## config.mk

```make
export PLATFORM = sky130hd
export DESIGN_NAME = ral_alarm
export DESIGN_NICKNAME = d
export VERILOG_FILES = /design/src/rtl/ral_pkg.sv /design/src/rtl/ral_cmp_if.sv /design/src/rtl/ral_alarm.sv /design/src/rtl/ral_match.sv /design/src/rtl/ral_pulse.sv
export SDC_FILE = /design/constraint.sdc
export NUM_CORES = 1
export LEC_CHECK = 0
export ABC_AREA = 1
export BUFFER_PORTS_ARGS = -buffer_cell sky130_fd_sc_hd__buf_2
export CAP_MARGIN = 10
export CORE_ASPECT_RATIO = 0.9
export CORE_MARGIN = 2
export CORE_UTILIZATION = 50
export DETAILED_ROUTE_END_ITERATION = 8
export PLACE_DENSITY = 0.71
export SYNTH_ARGS = -nofsm -noshare
export SYNTH_HDL_FRONTEND = slang
export SYNTH_SLANG_ARGS = --single-unit
```

## constraint.sdc

```tcl
create_clock -name sys_clk -period 4.6 [get_ports sys_clk]
set_input_delay 0.46 -clock sys_clk [delete_from_list [all_inputs] [get_ports sys_clk]]
set_output_delay 0.46 -clock sys_clk [all_outputs]
set_load 0.02 [all_outputs]
```

## src/rtl/ral_pkg.sv

```systemverilog
// constants for the alarm-match and interrupt block of the clock/calendar
// assumes a 40 MHz system clock and a 32-bit apb register port
package ral_pkg;

	typedef logic [7:0] ral_byte_t;
	typedef logic [7:0] ral_addr_t;

	// clock and time
	localparam int unsigned SYS_CLK_HZ = 40_000_000;
	localparam int unsigned PULSE_TIME_US = 250_000;
	localparam int unsigned PULSE_CYCLES = PULSE_TIME_US * (SYS_CLK_HZ / 1_000_000);
	localparam int unsigned PULSE_CNT_W = 24;

	// alarm fields: seconds, minutes, hours, date, month, weekday
	localparam int unsigned NUM_FIELDS = 6;
	localparam int unsigned FLD_SEC = 0;
	localparam int unsigned FLD_MIN = 1;
	localparam int unsigned FLD_HOUR = 2;
	localparam int unsigned FLD_DATE = 3;
	localparam int unsigned FLD_MONTH = 4;
	localparam int unsigned FLD_WDAY = 5;

	// register byte addresses
	localparam ral_addr_t ADDR_ALARM_SEC = 8'h00;
	localparam ral_addr_t ADDR_INT_CTRL = 8'h18;
	localparam ral_addr_t ADDR_STATUS = 8'h1c;
	localparam ral_addr_t ADDR_IRQ_MASK = 8'h20;
	localparam ral_addr_t ADDR_POWER_CTRL = 8'h24;
	localparam ral_addr_t ADDR_STATE = 8'h28;

	// field positions
	localparam int unsigned ALARM_EN_BIT = 7;
	localparam ral_byte_t BCD_MASK = 8'h7f;
	localparam int unsigned ARM_BIT = 5;
	localparam int unsigned PULSE_MODE_BIT = 7;
	localparam int unsigned STAT_W = 2;
	localparam int unsigned FLAG_ALARM_BIT = 0;
	localparam int unsigned FLAG_BACKUP_BIT = 1;
	localparam int unsigned LEGACY_BIT = 0;
	localparam int unsigned INHIBIT_BIT = 1;

	// values after reset
	localparam ral_byte_t ALARM_RST = 8'h00;
	localparam ral_byte_t INT_CTRL_RST = 8'h00;
	localparam logic [STAT_W-1:0] STATUS_RST = 2'h0;
	localparam logic [STAT_W-1:0] MASK_RST = 2'h0;
	localparam logic [1:0] POWER_RST = 2'h0;

endpackage

```

## src/rtl/ral_cmp_if.sv

```systemverilog
// alarm/time compare bundle between the control block and the comparator
// assumes both ends sit on the same clock
`timescale 1ns/100ps
`default_nettype none
interface ral_cmp_if;
	logic [ral_pkg::NUM_FIELDS-1:0][7:0] alarm; // alarm field registers
	logic [ral_pkg::NUM_FIELDS-1:0][7:0] now; // current time fields, bcd
	logic hit; // all enabled fields equal, at least one field enabled

	modport src (output alarm, output now, input hit);
	modport cmp (input alarm, input now, output hit);
endinterface
`default_nettype wire

```

## src/rtl/ral_alarm.sv

```systemverilog
// alarm match, interrupt pin and battery-backup gating of the clock/calendar
// assumes time fields and sec_tick come from the timekeeper on sys_clk,
// the backup level and pin readback come from outside and are synchronised
`timescale 1ns/100ps
`default_nettype none
module ral_alarm #(
	parameter int unsigned CNT_W = ral_pkg::PULSE_CNT_W,
	parameter logic [CNT_W-1:0] PULSE_LEN = CNT_W'(ral_pkg::PULSE_CYCLES)
) (
	input wire logic sys_clk, // system clock, 40 MHz
	input wire logic reset_n, // async reset, active low
	input wire logic clk_en, // freezes all state when low
	input wire logic psel, // apb select
	input wire logic penable, // apb access phase
	input wire logic pwrite, // apb write
	input wire ral_pkg::ral_addr_t paddr, // apb byte address
	input wire logic [31:0] pwdata, // apb write data
	output logic [31:0] prdata, // apb read data
	output logic pready, // apb ready
	output logic pslverr, // apb error
	input wire logic sec_tick, // new time valid this cycle
	input wire ral_pkg::ral_byte_t now_sec, // current seconds, bcd
	input wire ral_pkg::ral_byte_t now_min, // current minutes, bcd
	input wire ral_pkg::ral_byte_t now_hour, // current hours, bcd
	input wire ral_pkg::ral_byte_t now_date, // current date, bcd
	input wire ral_pkg::ral_byte_t now_month, // current month, bcd
	input wire ral_pkg::ral_byte_t now_wday, // current weekday
	input wire logic on_backup_pin, // running from backup supply
	input wire logic alarm_freq_output_i, // open-drain pin level
	output logic alarm_freq_output_o, // pin drive value, always low
	output logic alarm_freq_output_oe, // high pulls the pin low
	output logic irq // level interrupt
);
	import ral_pkg::*;

	////////////////////////////////////////////////////////////////////
	// state

	typedef struct packed {
		logic [NUM_FIELDS-1:0][7:0] alarm;
		ral_byte_t int_ctrl;
		logic [STAT_W-1:0] status;
		logic [STAT_W-1:0] mask;
		logic [1:0] power;
		logic bk_s1;
		logic bk_s2;
		logic bk_d;
		logic pin_s1;
		logic pin_s2;
		logic pready;
		logic pslverr;
		logic [31:0] prdata;
		logic pin_oe;
		logic irq;
	} ral_state_t;

	ral_state_t st;
	ral_state_t next_st;

	ral_cmp_if cmp_bus();
	logic std_backup;
	logic bus_blocked;
	logic pulse_mode;
	logic fire;
	logic pulse_start;
	logic pulse_busy;
	logic bus_write;
	logic setup;
	logic [STAT_W-1:0] set_bits;
	logic [STAT_W-1:0] clr_bits;

	////////////////////////////////////////////////////////////////////
	// helpers

	// aligned and inside the map
	function automatic logic addr_known(input ral_addr_t a);
		return (a[1:0] == 2'b00) && (a <= ADDR_STATE);
	endfunction

	function automatic logic [31:0] reg_read(input ral_addr_t a);
		logic [31:0] d;
		d = '0;
		if (a < ADDR_INT_CTRL) begin
			d[7:0] = st.alarm[a[4:2]];
		end else begin
			case (a)
				ADDR_INT_CTRL: d[7:0] = st.int_ctrl;
				ADDR_STATUS: d[STAT_W-1:0] = st.status;
				ADDR_IRQ_MASK: d[STAT_W-1:0] = st.mask;
				ADDR_POWER_CTRL: d[1:0] = st.power;
				ADDR_STATE: d[2:0] = {st.pin_s2, pulse_busy, st.bk_s2};
				default: d = '0;
			endcase
		end
		return d;
	endfunction

	////////////////////////////////////////////////////////////////////
	// comparator and pulse timer

	assign cmp_bus.alarm = st.alarm;
	assign cmp_bus.now = {now_wday, now_month, now_date, now_hour, now_min, now_sec};

	ral_match u_match (
		.cmp(cmp_bus)
	);

	ral_pulse #(
		.CNT_W(CNT_W),
		.LEN(PULSE_LEN)
	) u_pulse (
		.sys_clk(sys_clk),
		.reset_n(reset_n),
		.clk_en(clk_en),
		.start(pulse_start),
		.busy(pulse_busy)
	);

	////////////////////////////////////////////////////////////////////
	// power gating and alarm trigger

	// standard backup kills alarm, pin and bus but keeps the backup flag and irq; legacy keeps
	// alarm, and the bus too unless the inhibit bit is set
	assign std_backup = st.bk_s2 & !st.power[LEGACY_BIT];
	assign bus_blocked = st.bk_s2 & (!st.power[LEGACY_BIT] | st.power[INHIBIT_BIT]);
	assign pulse_mode = st.int_ctrl[PULSE_MODE_BIT];
	// compare only on the tick, so a match fires for one cycle per second
	assign fire = sec_tick & cmp_bus.hit & st.int_ctrl[ARM_BIT] & !std_backup;
	assign pulse_start = fire & pulse_mode;

	////////////////////////////////////////////////////////////////////
	// apb decode

	assign setup = psel & !penable;
	assign bus_write = psel & penable & st.pready & pwrite & !bus_blocked & addr_known(paddr);

	// set wins over a clear in the same cycle
	always_comb begin
		set_bits = '0;
		set_bits[FLAG_ALARM_BIT] = fire;
		set_bits[FLAG_BACKUP_BIT] = st.bk_s2 & !st.bk_d;
		clr_bits = '0;
		if (bus_write && paddr == ADDR_STATUS) begin
			clr_bits = pwdata[STAT_W-1:0];
		end
	end

	////////////////////////////////////////////////////////////////////
	// next state

	always_comb begin
		next_st = st;
		// two-flop synchronisers, first stage read only by the second
		next_st.bk_s1 = on_backup_pin;
		next_st.bk_s2 = st.bk_s1;
		next_st.bk_d = st.bk_s2;
		next_st.pin_s1 = alarm_freq_output_i;
		next_st.pin_s2 = st.pin_s1;
		// zero-wait slave: ready rises for the access cycle only
		next_st.pready = setup;
		if (setup) begin
			next_st.pslverr = bus_blocked | !addr_known(paddr);
			next_st.prdata = (bus_blocked || !addr_known(paddr)) ? '0 : reg_read(paddr);
		end
		// writes land at the access edge
		if (bus_write) begin
			if (paddr < ADDR_INT_CTRL) begin
				next_st.alarm[paddr[4:2]] = pwdata[7:0];
			end else begin
				case (paddr)
					ADDR_INT_CTRL: next_st.int_ctrl = pwdata[7:0];
					ADDR_IRQ_MASK: next_st.mask = pwdata[STAT_W-1:0];
					ADDR_POWER_CTRL: next_st.power = pwdata[1:0];
					default: next_st.power = st.power;
				endcase
			end
		end
		next_st.status = (st.status & ~clr_bits) | set_bits;
		next_st.irq = |(next_st.status & next_st.mask);
		// single mode holds the pin until the flag clears; pulse mode
		// follows the timer and ignores the flag
		next_st.pin_oe = !std_backup & ((!pulse_mode & next_st.status[FLAG_ALARM_BIT])
			| pulse_start | pulse_busy);
	end

	always_ff @(posedge sys_clk or negedge reset_n) begin
		if (!reset_n) begin
			st <= '0;
			st.alarm <= {NUM_FIELDS{ALARM_RST}};
			st.int_ctrl <= INT_CTRL_RST;
			st.status <= STATUS_RST;
			st.mask <= MASK_RST;
			st.power <= POWER_RST;
		end else if (clk_en) begin
			st <= next_st;
		end
	end

	////////////////////////////////////////////////////////////////////
	// outputs

	assign prdata = st.prdata;
	assign pready = st.pready;
	assign pslverr = st.pslverr;
	assign alarm_freq_output_o = 1'b0;
	assign alarm_freq_output_oe = st.pin_oe;
	assign irq = st.irq;

	////////////////////////////////////////////////////////////////////
	// checks
	// each |=> check looks at registered state one edge after its cause, so
	// clk_en must have been high on that cause edge; the timekeeper is
	// trusted to hold the time fields steady around sec_tick, while the
	// field-match checks compare hit against the fields at every edge

	a_minutes_enable_match: assert property (
		@(posedge sys_clk) disable iff (!reset_n)
		cmp_bus.hit && st.alarm[FLD_MIN][ALARM_EN_BIT]
		|-> (st.alarm[FLD_MIN] & BCD_MASK) == (now_min & BCD_MASK))
		else $error("minutes hit without equal minutes");

	a_hours_enable_match: assert property (
		@(posedge sys_clk) disable iff (!reset_n)
		cmp_bus.hit && st.alarm[FLD_HOUR][ALARM_EN_BIT]
		|-> (st.alarm[FLD_HOUR] & BCD_MASK) == (now_hour & BCD_MASK))
		else $error("hours hit without equal hours");

	a_date_month_match: assert property (
		@(posedge sys_clk) disable iff (!reset_n)
		cmp_bus.hit && st.alarm[FLD_DATE][ALARM_EN_BIT] && st.alarm[FLD_MONTH][ALARM_EN_BIT]
		|-> (st.alarm[FLD_DATE] & BCD_MASK) == (now_date & BCD_MASK)
		&& (st.alarm[FLD_MONTH] & BCD_MASK) == (now_month & BCD_MASK))
		else $error("date or month hit without equal value");

	a_blank_never_fires: assert property (
		@(posedge sys_clk) disable iff (!reset_n)
		st.alarm == '0 |-> !cmp_bus.hit)
		else $error("hit with every field blank");

	a_disarmed_no_fire: assert property (
		@(posedge sys_clk) disable iff (!reset_n)
		!st.int_ctrl[ARM_BIT] && clk_en |=> !$rose(st.status[FLAG_ALARM_BIT]))
		else $error("alarm flag rose while disarmed");

	a_single_pin_low: assert property (
		@(posedge sys_clk) disable iff (!reset_n)
		fire && clk_en && !pulse_mode
		|=> st.status[FLAG_ALARM_BIT] && st.pin_oe)
		else $error("single alarm did not set flag and pin");

	a_pulse_started: assert property (
		@(posedge sys_clk) disable iff (!reset_n)
		pulse_start && clk_en |=> pulse_busy && st.pin_oe)
		else $error("pulse mode match did not start a pulse");

	a_seconds_only_tick: assert property (
		@(posedge sys_clk) disable iff (!reset_n)
		fire && st.alarm[FLD_SEC][ALARM_EN_BIT]
		|-> sec_tick && (st.alarm[FLD_SEC] & BCD_MASK) == (now_sec & BCD_MASK))
		else $error("alarm fired off the second tick");

	a_pulse_ignores_flag: assert property (
		@(posedge sys_clk) disable iff (!reset_n)
		pulse_busy && !std_backup && clk_en ##1 !std_backup |-> st.pin_oe)
		else $error("pulse dropped while timer runs");

	a_std_backup_quiet: assert property (
		@(posedge sys_clk) disable iff (!reset_n)
		std_backup |-> !fire && !bus_write)
		else $error("activity in standard backup");

	a_std_backup_pin: assert property (
		@(posedge sys_clk) disable iff (!reset_n)
		std_backup && clk_en |=> !st.pin_oe)
		else $error("pin driven in standard backup");

	a_backup_entry_flag: assert property (
		@(posedge sys_clk) disable iff (!reset_n)
		st.bk_s2 && !st.bk_d && clk_en |=> st.status[FLAG_BACKUP_BIT])
		else $error("backup entry not flagged");

	a_inhibit_blocks_bus: assert property (
		@(posedge sys_clk) disable iff (!reset_n)
		setup && bus_blocked && clk_en |=> st.pready && st.pslverr && st.prdata == '0)
		else $error("blocked bus access not refused");

	a_flag_set_wins: assert property (
		@(posedge sys_clk) disable iff (!reset_n)
		fire && clk_en |=> st.status[FLAG_ALARM_BIT])
		else $error("alarm flag lost on a match");

	a_flag_pin_follow: assert property (
		@(posedge sys_clk) disable iff (!reset_n)
		clk_en && !pulse_mode && !pulse_busy && !pulse_start && !std_backup
		|=> st.pin_oe == st.status[FLAG_ALARM_BIT])
		else $error("single mode pin differs from flag");

	// cross-field, irq, backup and pulse checks: these catch a comparator, irq
	// or power gate that has drifted away from the field and mode rules
	a_sec_wday_match: assert property (
		@(posedge sys_clk) disable iff (!reset_n)
		cmp_bus.hit && st.alarm[FLD_SEC][ALARM_EN_BIT] && st.alarm[FLD_WDAY][ALARM_EN_BIT]
		|-> (st.alarm[FLD_SEC] & BCD_MASK) == (now_sec & BCD_MASK)
		&& (st.alarm[FLD_WDAY] & BCD_MASK) == (now_wday & BCD_MASK))
		else $error("seconds or weekday hit without equal value");

	a_irq_follows_status: assert property (
		@(posedge sys_clk) disable iff (!reset_n)
		clk_en |=> st.irq == |(st.status & st.mask))
		else $error("interrupt level differs from masked status");

	a_legacy_alarm_live: assert property (
		@(posedge sys_clk) disable iff (!reset_n)
		st.bk_s2 && st.power[LEGACY_BIT] && sec_tick && cmp_bus.hit && st.int_ctrl[ARM_BIT]
		&& clk_en |=> st.status[FLAG_ALARM_BIT])
		else $error("legacy backup lost an alarm");

	a_legacy_bus_open: assert property (
		@(posedge sys_clk) disable iff (!reset_n)
		setup && st.bk_s2 && st.power[LEGACY_BIT] && !st.power[INHIBIT_BIT]
		&& addr_known(paddr) && clk_en
		|=> st.pready && !st.pslverr)
		else $error("legacy backup bus access refused");

	a_pulse_ends_clean: assert property (
		@(posedge sys_clk) disable iff (!reset_n)
		pulse_mode && !pulse_busy && !pulse_start && clk_en |=> !st.pin_oe)
		else $error("pulse pin held past the timer");
endmodule
`default_nettype wire

```

## src/rtl/ral_match.sv

```systemverilog
// comparator: every enabled alarm field against the running time
// assumes time fields are bcd and stable while they are compared
`timescale 1ns/100ps
`default_nettype none
module ral_match (
	ral_cmp_if.cmp cmp // alarm and time in, hit out
);
	import ral_pkg::*;

	// a field takes part only when nonzero and its enable bit is set
	function automatic logic field_ok(input ral_byte_t a, input ral_byte_t n);
		return (a == ALARM_RST) || !a[ALARM_EN_BIT] || ((a & BCD_MASK) == (n & BCD_MASK));
	endfunction

	// no enabled field means no alarm, so a blank setup never fires
	always_comb begin
		logic all_ok;
		logic any_en;
		all_ok = 1'b1;
		any_en = 1'b0;
		for (int i = 0; i < NUM_FIELDS; i++) begin
			all_ok = all_ok & field_ok(cmp.alarm[i], cmp.now[i]);
			any_en = any_en | cmp.alarm[i][ALARM_EN_BIT];
		end
		cmp.hit = all_ok & any_en;
	end
endmodule
`default_nettype wire

```

## src/rtl/ral_pulse.sv

```systemverilog
// retriggerable pulse timer for the pulsed alarm output mode
// assumes start is a one-cycle pulse from logic on the same clock
`timescale 1ns/100ps
`default_nettype none
module ral_pulse #(
	parameter int unsigned CNT_W = ral_pkg::PULSE_CNT_W,
	parameter logic [CNT_W-1:0] LEN = CNT_W'(ral_pkg::PULSE_CYCLES)
) (
	input wire logic sys_clk, // system clock
	input wire logic reset_n, // async reset, active low
	input wire logic clk_en, // freezes the counter when low
	input wire logic start, // reload the pulse length
	output logic busy // pulse in progress
);
	import ral_pkg::*;

	typedef struct packed {
		logic [CNT_W-1:0] cnt;
	} ral_pulse_state_t;

	ral_pulse_state_t st;
	ral_pulse_state_t next_st;

	// a new trigger restarts the width rather than stretching past it
	always_comb begin
		next_st = st;
		if (start) begin
			next_st.cnt = LEN;
		end else if (st.cnt != '0) begin
			next_st.cnt = st.cnt - 1'b1;
		end
	end

	always_ff @(posedge sys_clk or negedge reset_n) begin
		if (!reset_n) begin
			st <= '0;
		end else if (clk_en) begin
			st <= next_st;
		end
	end

	assign busy = (st.cnt != '0);
endmodule
`default_nettype wire

```

=== Word-level counts from Yosys, hierarchy flattened ===
Cells that the tools add are included.

* Latch bits: 0
* Memories: 0
* Output and inout port bits: 37
* Bits in read-only memories: 0
* RAM bits: 0
* Bits of input ports: 97
* Register bits after elaboration: 127

* $add $sub $neg: 1
* Multiplexer cells: 17
* Order comparisons: 4
* Bitwise gates (word level): 35
* Shifts and indexed selects: 0
* Div/mod/pow operators: 0
* $mul: 0
* Equality and inequality tests: 11
* Reductions and logical operators: 44

{| class="wikitable"
|+ Operators by type and width
! cell !! count
|-
| $bwmux 48 || 1
|-
| $logic_not 8->1 || 6
|-
| $mux 24 || 2
|-
| $eq 7x7->1 || 6
|-
| $mux 8 || 4
|-
| $bmux 8 s3 || 1
|-
| $demux 8 s3 || 1
|-
| $eq 8x6->1 const B || 3
|-
| $reduce_bool 24->1 || 1
|-
| $sub 24x1->24 const B || 1
|-
| $and 1x1->1 || 21
|-
| $eq 8x5->1 const B || 2
|-
| $logic_not 1->1 || 13
|-
| $logic_or 1x1->1 || 13
|-
| $pmux 2 s5 || 1
|-
| $or 1x1->1 || 9
|-
| $le 8x6->1 const B || 1
|-
| $lt 8x5->1 const B || 1
|-
| $mux 4 || 2
|-
| $reduce_and 4->1 || 2
|-
| $mux 2 || 3
|-
| $mux 5 || 1
|-
| $and 2x2->2 || 2
|-
| $lt 3x4->1 const B || 1
|-
| other kinds (11) || 14
|}

=== Depth between registers and ports, before layout ===
Gate-level depths: netlist (run 1).

* Word-level depth: 17
* Gate-level depth with buffers: 16
* Depth with buffers taken out: 15

=== By module ===
From an unflattened synthesis (run 1), not the netlist that was laid out.

* Cell total of the unflattened synthesis: 938
* Area total of the unflattened synthesis: 6630.1 µm²

{| class="wikitable"
|+ By module, submodules not included
! module !! instances !! seq. area each (µm²) !! cells an instance !! area an instance (µm²)
|-
| ral_alarm || 1 || 1976.9 || 533 || 4196.5
|-
| ral_pulse || 1 || 600.6 || 256 || 1724.2
|-
| ral_match || 1 || 0.0 || 149 || 709.4
|}

=== Worst setup path after synthesis (run 1) ===
OpenSTA, ideal clock, no wires.

* Path type: input-to-reg
* Start: input paddr[7]
* End: register cmp_bus.alarm[47] (netlist name)
* Stages on the path: 13
* Library setup time: 0.122 ns
* Arrival: 1.857 ns
* Setup slack: 2.621 ns
* Required time: 4.478 ns
* Buffers on the path: 1
* Path through: nor2_1 -> nand2_1 -> nor2_4 -> nand2_2 -> nand2_2 -> nand3_2 -> nor2_4 -> nand2_4 -> nor2_8 -> nand3_4 -> buf_6 -> nand2_1 -> o21ai_2

* Longest elaborated chain between the ends: 4
* Elaborated cells between the ends (all ways): 5
* Classes of those cells: order compare: 2; bitwise: 1; reduce/logical: 2

{| class="wikitable"
|+ RTL lines
! what !! RTL line !! RTL
|-
| start, declared || ral_alarm.sv:16 || <nowiki>input wire ral_pkg::ral_addr_t paddr,</nowiki>
|-
| $le 8x6->1 || ral_alarm.sv:77 || <nowiki>return (a[1:0] == 2'b00) && (a <= ADDR_STATE);</nowiki>
|-
| $logic_and 1x1->1 || ral_alarm.sv:77 ||
|-
| $and 1x1->1 || ral_alarm.sv:135 || <nowiki>assign bus_write = psel & penable & st.pready & pwrite & !bus_blocked & addr_known(paddr);</nowiki>
|-
| $reduce_and 3->1 (no line) (*) || -- ||
|}

Mark *: on every way between the ends. The rest lies on a longest branch, timed or not.
A chain may end at the register's enable or synchronous reset.

=== Final worst setup path (run 1) ===
* Start: register u_pulse.st[0] (netlist name)
* End: register u_pulse.st[10] (netlist name)

* Longest elaborated chain between the ends: 3
* Elaborated cells between the ends (all ways): 6
* Classes of those cells: add/sub: 1; mux: 2; reduce/logical: 3

{| class="wikitable"
|+ RTL lines
! what !! RTL line !! RTL
|-
| start, declared || ral_pulse.sv:21 || <nowiki>ral_pulse_state_t st;</nowiki>
|-
| start signal, assigned || ral_pulse.sv:38 || <nowiki>st <= next_st;</nowiki>
|-
| $sub 24x1->24 / $reduce_bool 24->1 (equally long branches) || ral_pulse.sv:30, ral_pulse.sv:29 ||
|-
| $mux 24 / $reduce_bool 2->1 (equally long branches) || -- ||
|-
| $mux 24 / $reduce_and 2->1 (equally long branches) || -- ||
|}

Parallel ways exist; a longest one is shown, timed or not. The select of a mux whose other input is x is not followed.

==> results of run 1 <==
==> worst max-delay path: stages (launching register included) <==
cell     delay (ps)
dfrtp_1         380
inv_1           100
ha_1            190
nand2_1          80
nor2_1          150
nand2_1         100
nor3_2          210
nand3_1         150
nor2_1          250
nand2_2         430
nand2_1         340
nor2_1           60
nand2_1          60
nand3_1          60
==> how the worst min path moves through the flow <==
stage                            start                                to  cells after the start
2_1_floorplan                  reset_n  alarm_freq_output_oe$_DFFE_PN0P_                      0
3_3_place_gp     prdata[1]$_DFFE_PN0P_             prdata[1]$_DFFE_PN0P_                      2
3_5_place_dp   next_st[36]$_DFFE_PN0P_           next_st[36]$_DFFE_PN0P_                      2
4_1_cts                        reset_n     cmp_bus.alarm[30]$_DFFE_PN0P_                      1
5_1_grt                        reset_n     cmp_bus.alarm[10]$_DFFE_PN0P_                      1
6_report                       reset_n     cmp_bus.alarm[26]$_DFFE_PN0P_                      1
==> kinds of logic (layout without fill, tap and decap cells) <==
group	count (synthesis)	after routing
xor gates and xnor gates	30	30
and+or+nand+nor	423	423
AOI/OAI and AO/OA	123	123
buffers and inverters	155	194
other	1	25
DFF	103	103
adders and majority gates	1	1
==> metrics by stage <==
step | total power [W] | utilization
final | 0.00203 | 0.564
after CTS | 0.00204 | 0.564
after global placement | 0.00124 | 0.539
after floorplan | 0.00116 | -
after global routing | 0.00211 | 0.564
after detailed placement | 0.00124 | 0.539
==> layout by cell type (no fill, tap or decap), drive strengths merged <==
cell type,n
a21boi,1
nor4,4
and3,1
xnor2,24
clkbuf,9
a32oi,7
o21ai,82
nand3b,1
o21bai,1
nand3,51
o221ai,1
nor3,7
xor2,6
nor2,81
conb,25
o22ai,14
o2111ai,1
a211oi,1
nand4,18
dfrtp,103
a21oi,15
inv,100
clkinv,4
nand2,260
ha,1
bufinv,1
buf,80
==> final cells by class <==
| type | instances | share of cell area |
|---|---|---|
| Tap cell | 160 | 0.0294 |
| Clock inverter | 7 | 0.0125 |
| Sequential cell | 103 | 0.378 |
| Clock buffer | 9 | 0.0330 |
| Timing Repair Buffer | 80 | 0.0598 |
| Multi-Input combinational cell | 602 | 0.433 |
| Inverter | 98 | 0.0540 |
==> power groups by stage <==
| stage | registers [W] | logic [W] | clock network [W] |
|---|---|---|---|
| 4_1_cts | 0.000965 | 0.000262 | 0.000813 |
| 5_1_grt | 0.000969 | 0.000296 | 0.000849 |
| 2_1_floorplan | 0.000980 | 0.000179 | 0 |
| 3_5_place_dp | 0.000982 | 0.000261 | 0 |
| 3_3_place_gp | 0.000982 | 0.000256 | 0 |
| 6_report | 0.000966 | 0.000260 | 0.000803 |
==> flip-flops by register name, indices dropped and copies added (netlist names) <==
register and count:
u_pulse.st 24, pslverr 1, next_st 3, prdata 8
pready 1, pulse_mode 1, cmp_bus.alarm 48, st 15
alarm_freq_output_oe 1, irq 1
==> per-layer routing <==
| layer | share of wire | routed length [um] |
|---|---|---|
| met5 | 0 | 0 |
| met4 | 0.012 | 175 |
| met3 | 0.064 | 949 |
| met2 | 0.43 | 6400 |
| met1 | 0.49 | 7270 |
==> flow_summary_export.csv, run 1 <==
group,metric,value,unit
cells_and_area,seqCellArea,2580,um^2
power,sw_frac_of_total,0.283,
die,io_pins,134,
power,leakage,3.43,nW
die,rows,38,
drt,vias,5439,
drt,final_antenna_net_count,0,
yosys,synth_area_leader_cell,"dfrtp_1",
clock_network,cts.repair.resized,0,
drt,drt_wl_total,14800,um
hold_path,hold_path_class,"in2async",
clock_network,cts_setup_buffers,0,
clock_network,numCtsBuffers,9,
drt,wl_per_cell,14.0,um
yosys,syn-cell-area,6200,um^2
yosys,synth_compound_area_frac,0.115,
yosys,synth.distinct_cells,40,
global_routing,antenna_found_initial,0,
sta,report.final.slew_viol_count,0,
cells_and_area,drive_gt1_frac,0.142,
place,place_area,6500,um^2
yosys,synth_xor_area_frac,0.0424,
die,die_w,121,um
clock_network,clk-insertion-delay-late,360,ps
worst_setup_path,endpoint,"u_pulse.st[10]$_DFFE_PN0P_",
yosys,synth_edf_count,0,
cells_and_area,instances_no_fill,1059,
yosys,synth_mux_area_frac,0,
power,ir_drop,0.171,mV
yosys,synth.most_common_cell,"nand2_1",
yosys,synth_ff_type,"dfrtp_1",
yosys,synth_cells,836,
global_routing,overflow,0,
cells_and_area,fillers,1179,
power,pwr-share-seq,0.476,
cells_and_area,nets,992,
place,place_ws,1820,ps
yosys,ys_seq_area_frac,0.416,
sta,slew_headroom,0.422,
sta,hold_ws,202,ps
worst_setup_path,r2r_slack,1880,ps
worst_setup_path,crit_type,"reg2reg",
worst_setup_path,startpoint,"u_pulse.st[0]$_DFFE_PN0P_",
cells_and_area,insertedDiodeCount,0,
place,placedCellCount,1043,
yosys,synth_warnings,0,
sta,worstMarginPinSlew,864,ps
clock_network,htree_levels,3,
cells_and_area,design_area,6820,um^2
place,hpwl,10700,um
sta,clock_skew,14.3,ps
drt,drt-pass1-iter-count,5,
sta,period_minus_slack,2720,ps
worst_setup_path,worst-r2r-cell-count,13,
die,fp.coreArea,12100,um^2
job,cap_violations,0,
place,place_congestion,0.872,
die,die_height,110,um
power,p_int,0.00146,W
yosys,synthSimpleGateAreaFrac,0.302,
clock_network,clock_path_buffers,2,
global_routing,use_met3,0.0379,
clock_network,clk_pin_slew_worst_paths,80,ps
yosys,synth.top_cell.area_share,0.416,
worst_setup_path,timing.rr.end,"u_pulse.st[10]$_DFFE_PN0P_",
global_routing,met1_usage,0.362,
global_routing,met2_usage,0.361,
global_routing,grt_pass1_vias,5063,
worst_setup_path,crit_path_start_kind,"flip-flop",
drt,drc,0,
sta,hold_viol_final,0,
worst_setup_path,reg2reg_from,"u_pulse.st[0]$_DFFE_PN0P_",
sta,setup_slack,1880,ps
worst_setup_path,cp.arrival,2910,ps
global_routing,grt_usage,0.240,
drt,drtIter0Drc,441,
global_routing,grt_pass1_wl,25000,um
status,outcome,"finished clean",
global_routing,grt_max_degree,69,
sta,period_share,0.590,
power,combPwrFrac,0.128,
yosys,yosys-top-cells-count,"nand2_1 (255), dfrtp_1 (103), inv_1 (92)",
clock_network,hold_buffers,0,
power,clkPwrFrac,0.396,
yosys,synthTopCellsByArea,"dfrtp_1 (42%), nand2_1 (15%), inv_1 (5.6%)",
cells_and_area,area_delta_synth_final,9.97,%
yosys,synth_top_family_by_area,"simple AND/OR/NAND/NOR gates",
clock_network,root_buffer,"clkbuf_16",
clock_network,cts_tree,"built",
sta,max_freq,368,MHz
global_routing,grt-busiest-layer,"met1",
yosys,ys_seq_elements,103,
cells_and_area,multi_input_comb_area,2950,um^2
sta,rsz0062_at_grt,"no",
sta,setup_viol,0,
clock_network,cts_num_sinks,103,
drt,viasPerCell,5.14,
worst_setup_path,required,4800,ps
worst_setup_path,end_kind,"flip-flop",
sta,setup_tns,0,ps
power,power.switching,0.000574,W
yosys,async_flop_share,1.00,
worst_setup_path,cp_max_fo,35,
yosys,syn_area_per_cell,7.41,um^2
die,die-area,13300,um^2
die,start_util,0.513,
place,io_buffer_count,78,
yosys,synthAdderAreaFrac,0.00202,
power,power.density,298,nW/um^2
Power figures use the tool's default switching activity.
==> inputs of run 2 (changes only) <==
==> constraint.sdc (replaced) <==
create_clock -name sys_clk -period 2.67 [get_ports sys_clk]
set_input_delay 0.267 -clock sys_clk [delete_from_list [all_inputs] [get_ports sys_clk]]
set_output_delay 0.267 -clock sys_clk [all_outputs]
set_load 0.02 [all_outputs]
==> flow_summary_export.csv, run 2 (synthesis results as in run 1) <==
group,metric,value,unit
status,outcome,"finished clean",
clock_network,numCtsBuffers,9,
cells_and_area,finish.utilization,0.568,
power,power.density,498,nW/um^2
sta,hold_viol_final,0,
global_routing,antenna_found_initial,0,
sta,period_minus_slack,2270,ps
sta,setup_tns,0,ps
sta,rsz0062_at_grt,"no",
cells_and_area,drive_gt1_frac,0.148,
worst_setup_path,cp_max_fo,21,
place,place_congestion,0.907,
die,fp.coreArea,12100,um^2
clock_network,cts_num_sinks,103,
cells_and_area,nets,998,
drt,vias,5440,
power,leakage,3.45,nW
drt,drc,0,
sta,period_share,0.851,
worst_setup_path,crit_slowest_cell,"dfrtp_1",
drt,drt-pass1-iter-count,5,
die,io_pins,134,
global_routing,overflow,0,
clock_network,htree_levels,3,
place,hpwl,10900,um
die,die_w,121,um
power,power.total,0.00341,W
sta,clock_skew,6.99,ps
worst_setup_path,crit_type,"reg2reg",
clock_network,root_buffer,"clkbuf_16",
drt,drt_wl_total,14800,um
cells_and_area,max_flop_register,"cmp_bus.alarm",
global_routing,grt_usage,0.234,
worst_setup_path,required,2910,ps
hold_path,hold_path_class,"in2reg",
cells_and_area,final_cell_mix,"nand2_1 (255), dfrtp_1 (103), inv_1 (92), buf_2 (77), nor2_1 (75)",
clock_network,cts_tree,"built",
worst_setup_path,slowest_delay,370,ps
job,cap_violations,0,
sta,setup_viol,0,
die,start_util,0.513,
worst_setup_path,end_kind,"flip-flop",
global_routing,grt_max_degree,58,
global_routing,grt_pass1_wl,24300,um
drt,final_antenna_net_count,0,
die,die_height,110,um
die,die-area,13300,um^2
cells_and_area,insertedDiodeCount,0,
global_routing,grt_pass1_vias,4905,
die,rows,38,
worst_setup_path,crit_chain,"inv_1 -> ha_1 -> nand2_1 -> nor2_1 -> nand2_1 -> nor3_2 -> nand3_1 -> nor2_2 -> nand2_2 -> buf_4 -> nand3_1 -> nand2_1 -> nand2_1 -> nor2_1",
drt,viasPerCell,5.11,
place,io_buffer_count,78,
cells_and_area,final_common_cell,"nand2_1",
drt,drtIter0Drc,484,
clock_network,clk_pin_slew_worst_paths,70,ps
sta,max_freq,440,MHz
sta,report.final.slew_viol_count,0,
clock_network,clk-insertion-delay-late,350,ps
clock_network,cts_setup_buffers,0,
cells_and_area,largest_registers,"cmp_bus.alarm (48), u_pulse.st (24), st (15)",
sta,worstMarginPinSlew,595,ps
clock_network,clock_path_buffers,2,
sta,slew_headroom,0.603,
cells_and_area,area_delta_synth_final,10.7,%
power,ir_drop,0.263,mV
worst_setup_path,crit_path_start_kind,"flip-flop",
worst_setup_path,cp_common_cell,"nand2_1",
drt,wl_per_cell,13.9,um
worst_setup_path,cp.arrival,2510,ps
cells_and_area,largest_register_ffs,48,
[run 2: per-stage QoR]
step | hold WS [ps] | std cells | worst slack (ps) | cell area [um^2]
2_1_floorplan | -28.6 | 860 | 730 | 6290
3_3_place_gp | 319 | 1048 | 365 | 6560
3_5_place_dp | 314 | 1048 | 315 | 6560
4_1_cts | 112 | 1065 | 306 | 6860
5_1_grt | 124 | 1065 | 61.2 | 6860
6_report | 122 | 1065 | 398 | 6860
[run 2: final cells by class]
cell class                      instances  area, um^2
Clock buffer                            9         225
Multi-Input combinational cell        602        2950
Sequential cell                       103        2580
Tap cell                              160         200
Clock inverter                          7        65.1
Timing Repair Buffer                   86         468
Inverter                               98         368
Fill cell                            1184        5220
[run 2: per-layer routing]
| metal | vias up | share of wire | global-route usage |
|---|---|---|---|
| met2 | 151 | 0.44 | 0.360 |
| met5 | - | 0 | 0 |
| li1 | 2751 | - | - |
| met3 | 13 | 0.058 | 0.0384 |
| met1 | 2525 | 0.49 | 0.350 |
| met4 | 0 | 0.012 | 0.0534 |
[run 2: where the power goes]
| group | switching, W | leakage [nW] | total (W) | internal [W] |
|---|---|---|---|---|
| Sequential | 0.0000467 | 1.34 | 0.00166 | 0.00162 |
| Combinational | 0.000311 | 1.97 | 0.000458 | 0.000147 |
| Clock | 0.000636 | 0.140 | 0.00129 | 0.000656 |
[run 2: timing repair]
action / CTS / global route
hold endpoints to repair: 46 / 0
resized for setup: 0 / 1
hold buffers: 1 / 0
endpoints found under the setup margin: 0 / 1
[run 2: path summary, 6_finish.rpt]
path                                           start                       endpoint  slack [ps]  depth (start not counted)
max reg2reg                u_pulse.st[0]$_DFFE_PN0P_     u_pulse.st[11]$_DFFE_PN0P_         400                         14
min                                    on_backup_pin        next_st[39]$_DFFE_PN0P_         120                          3
max in group asynchronous                    reset_n          prdata[0]$_DFFE_PN0P_        1490                          3
min reg2reg                    prdata[5]$_DFFE_PN0P_          prdata[5]$_DFFE_PN0P_         480                          2
max                        u_pulse.st[0]$_DFFE_PN0P_     u_pulse.st[11]$_DFFE_PN0P_         400                         14
min in group asynchronous                    reset_n  cmp_bus.alarm[26]$_DFFE_PN0P_         480                          2
[run 2: worst max-delay path: cells and delay by family (launching register included)]
family	cells	cell delay [ps]
AND/OR/NAND/NOR	11	1270
buffers and inverters	2	320
adder cells (fa/ha/maj)	1	190
flip-flops	1	370
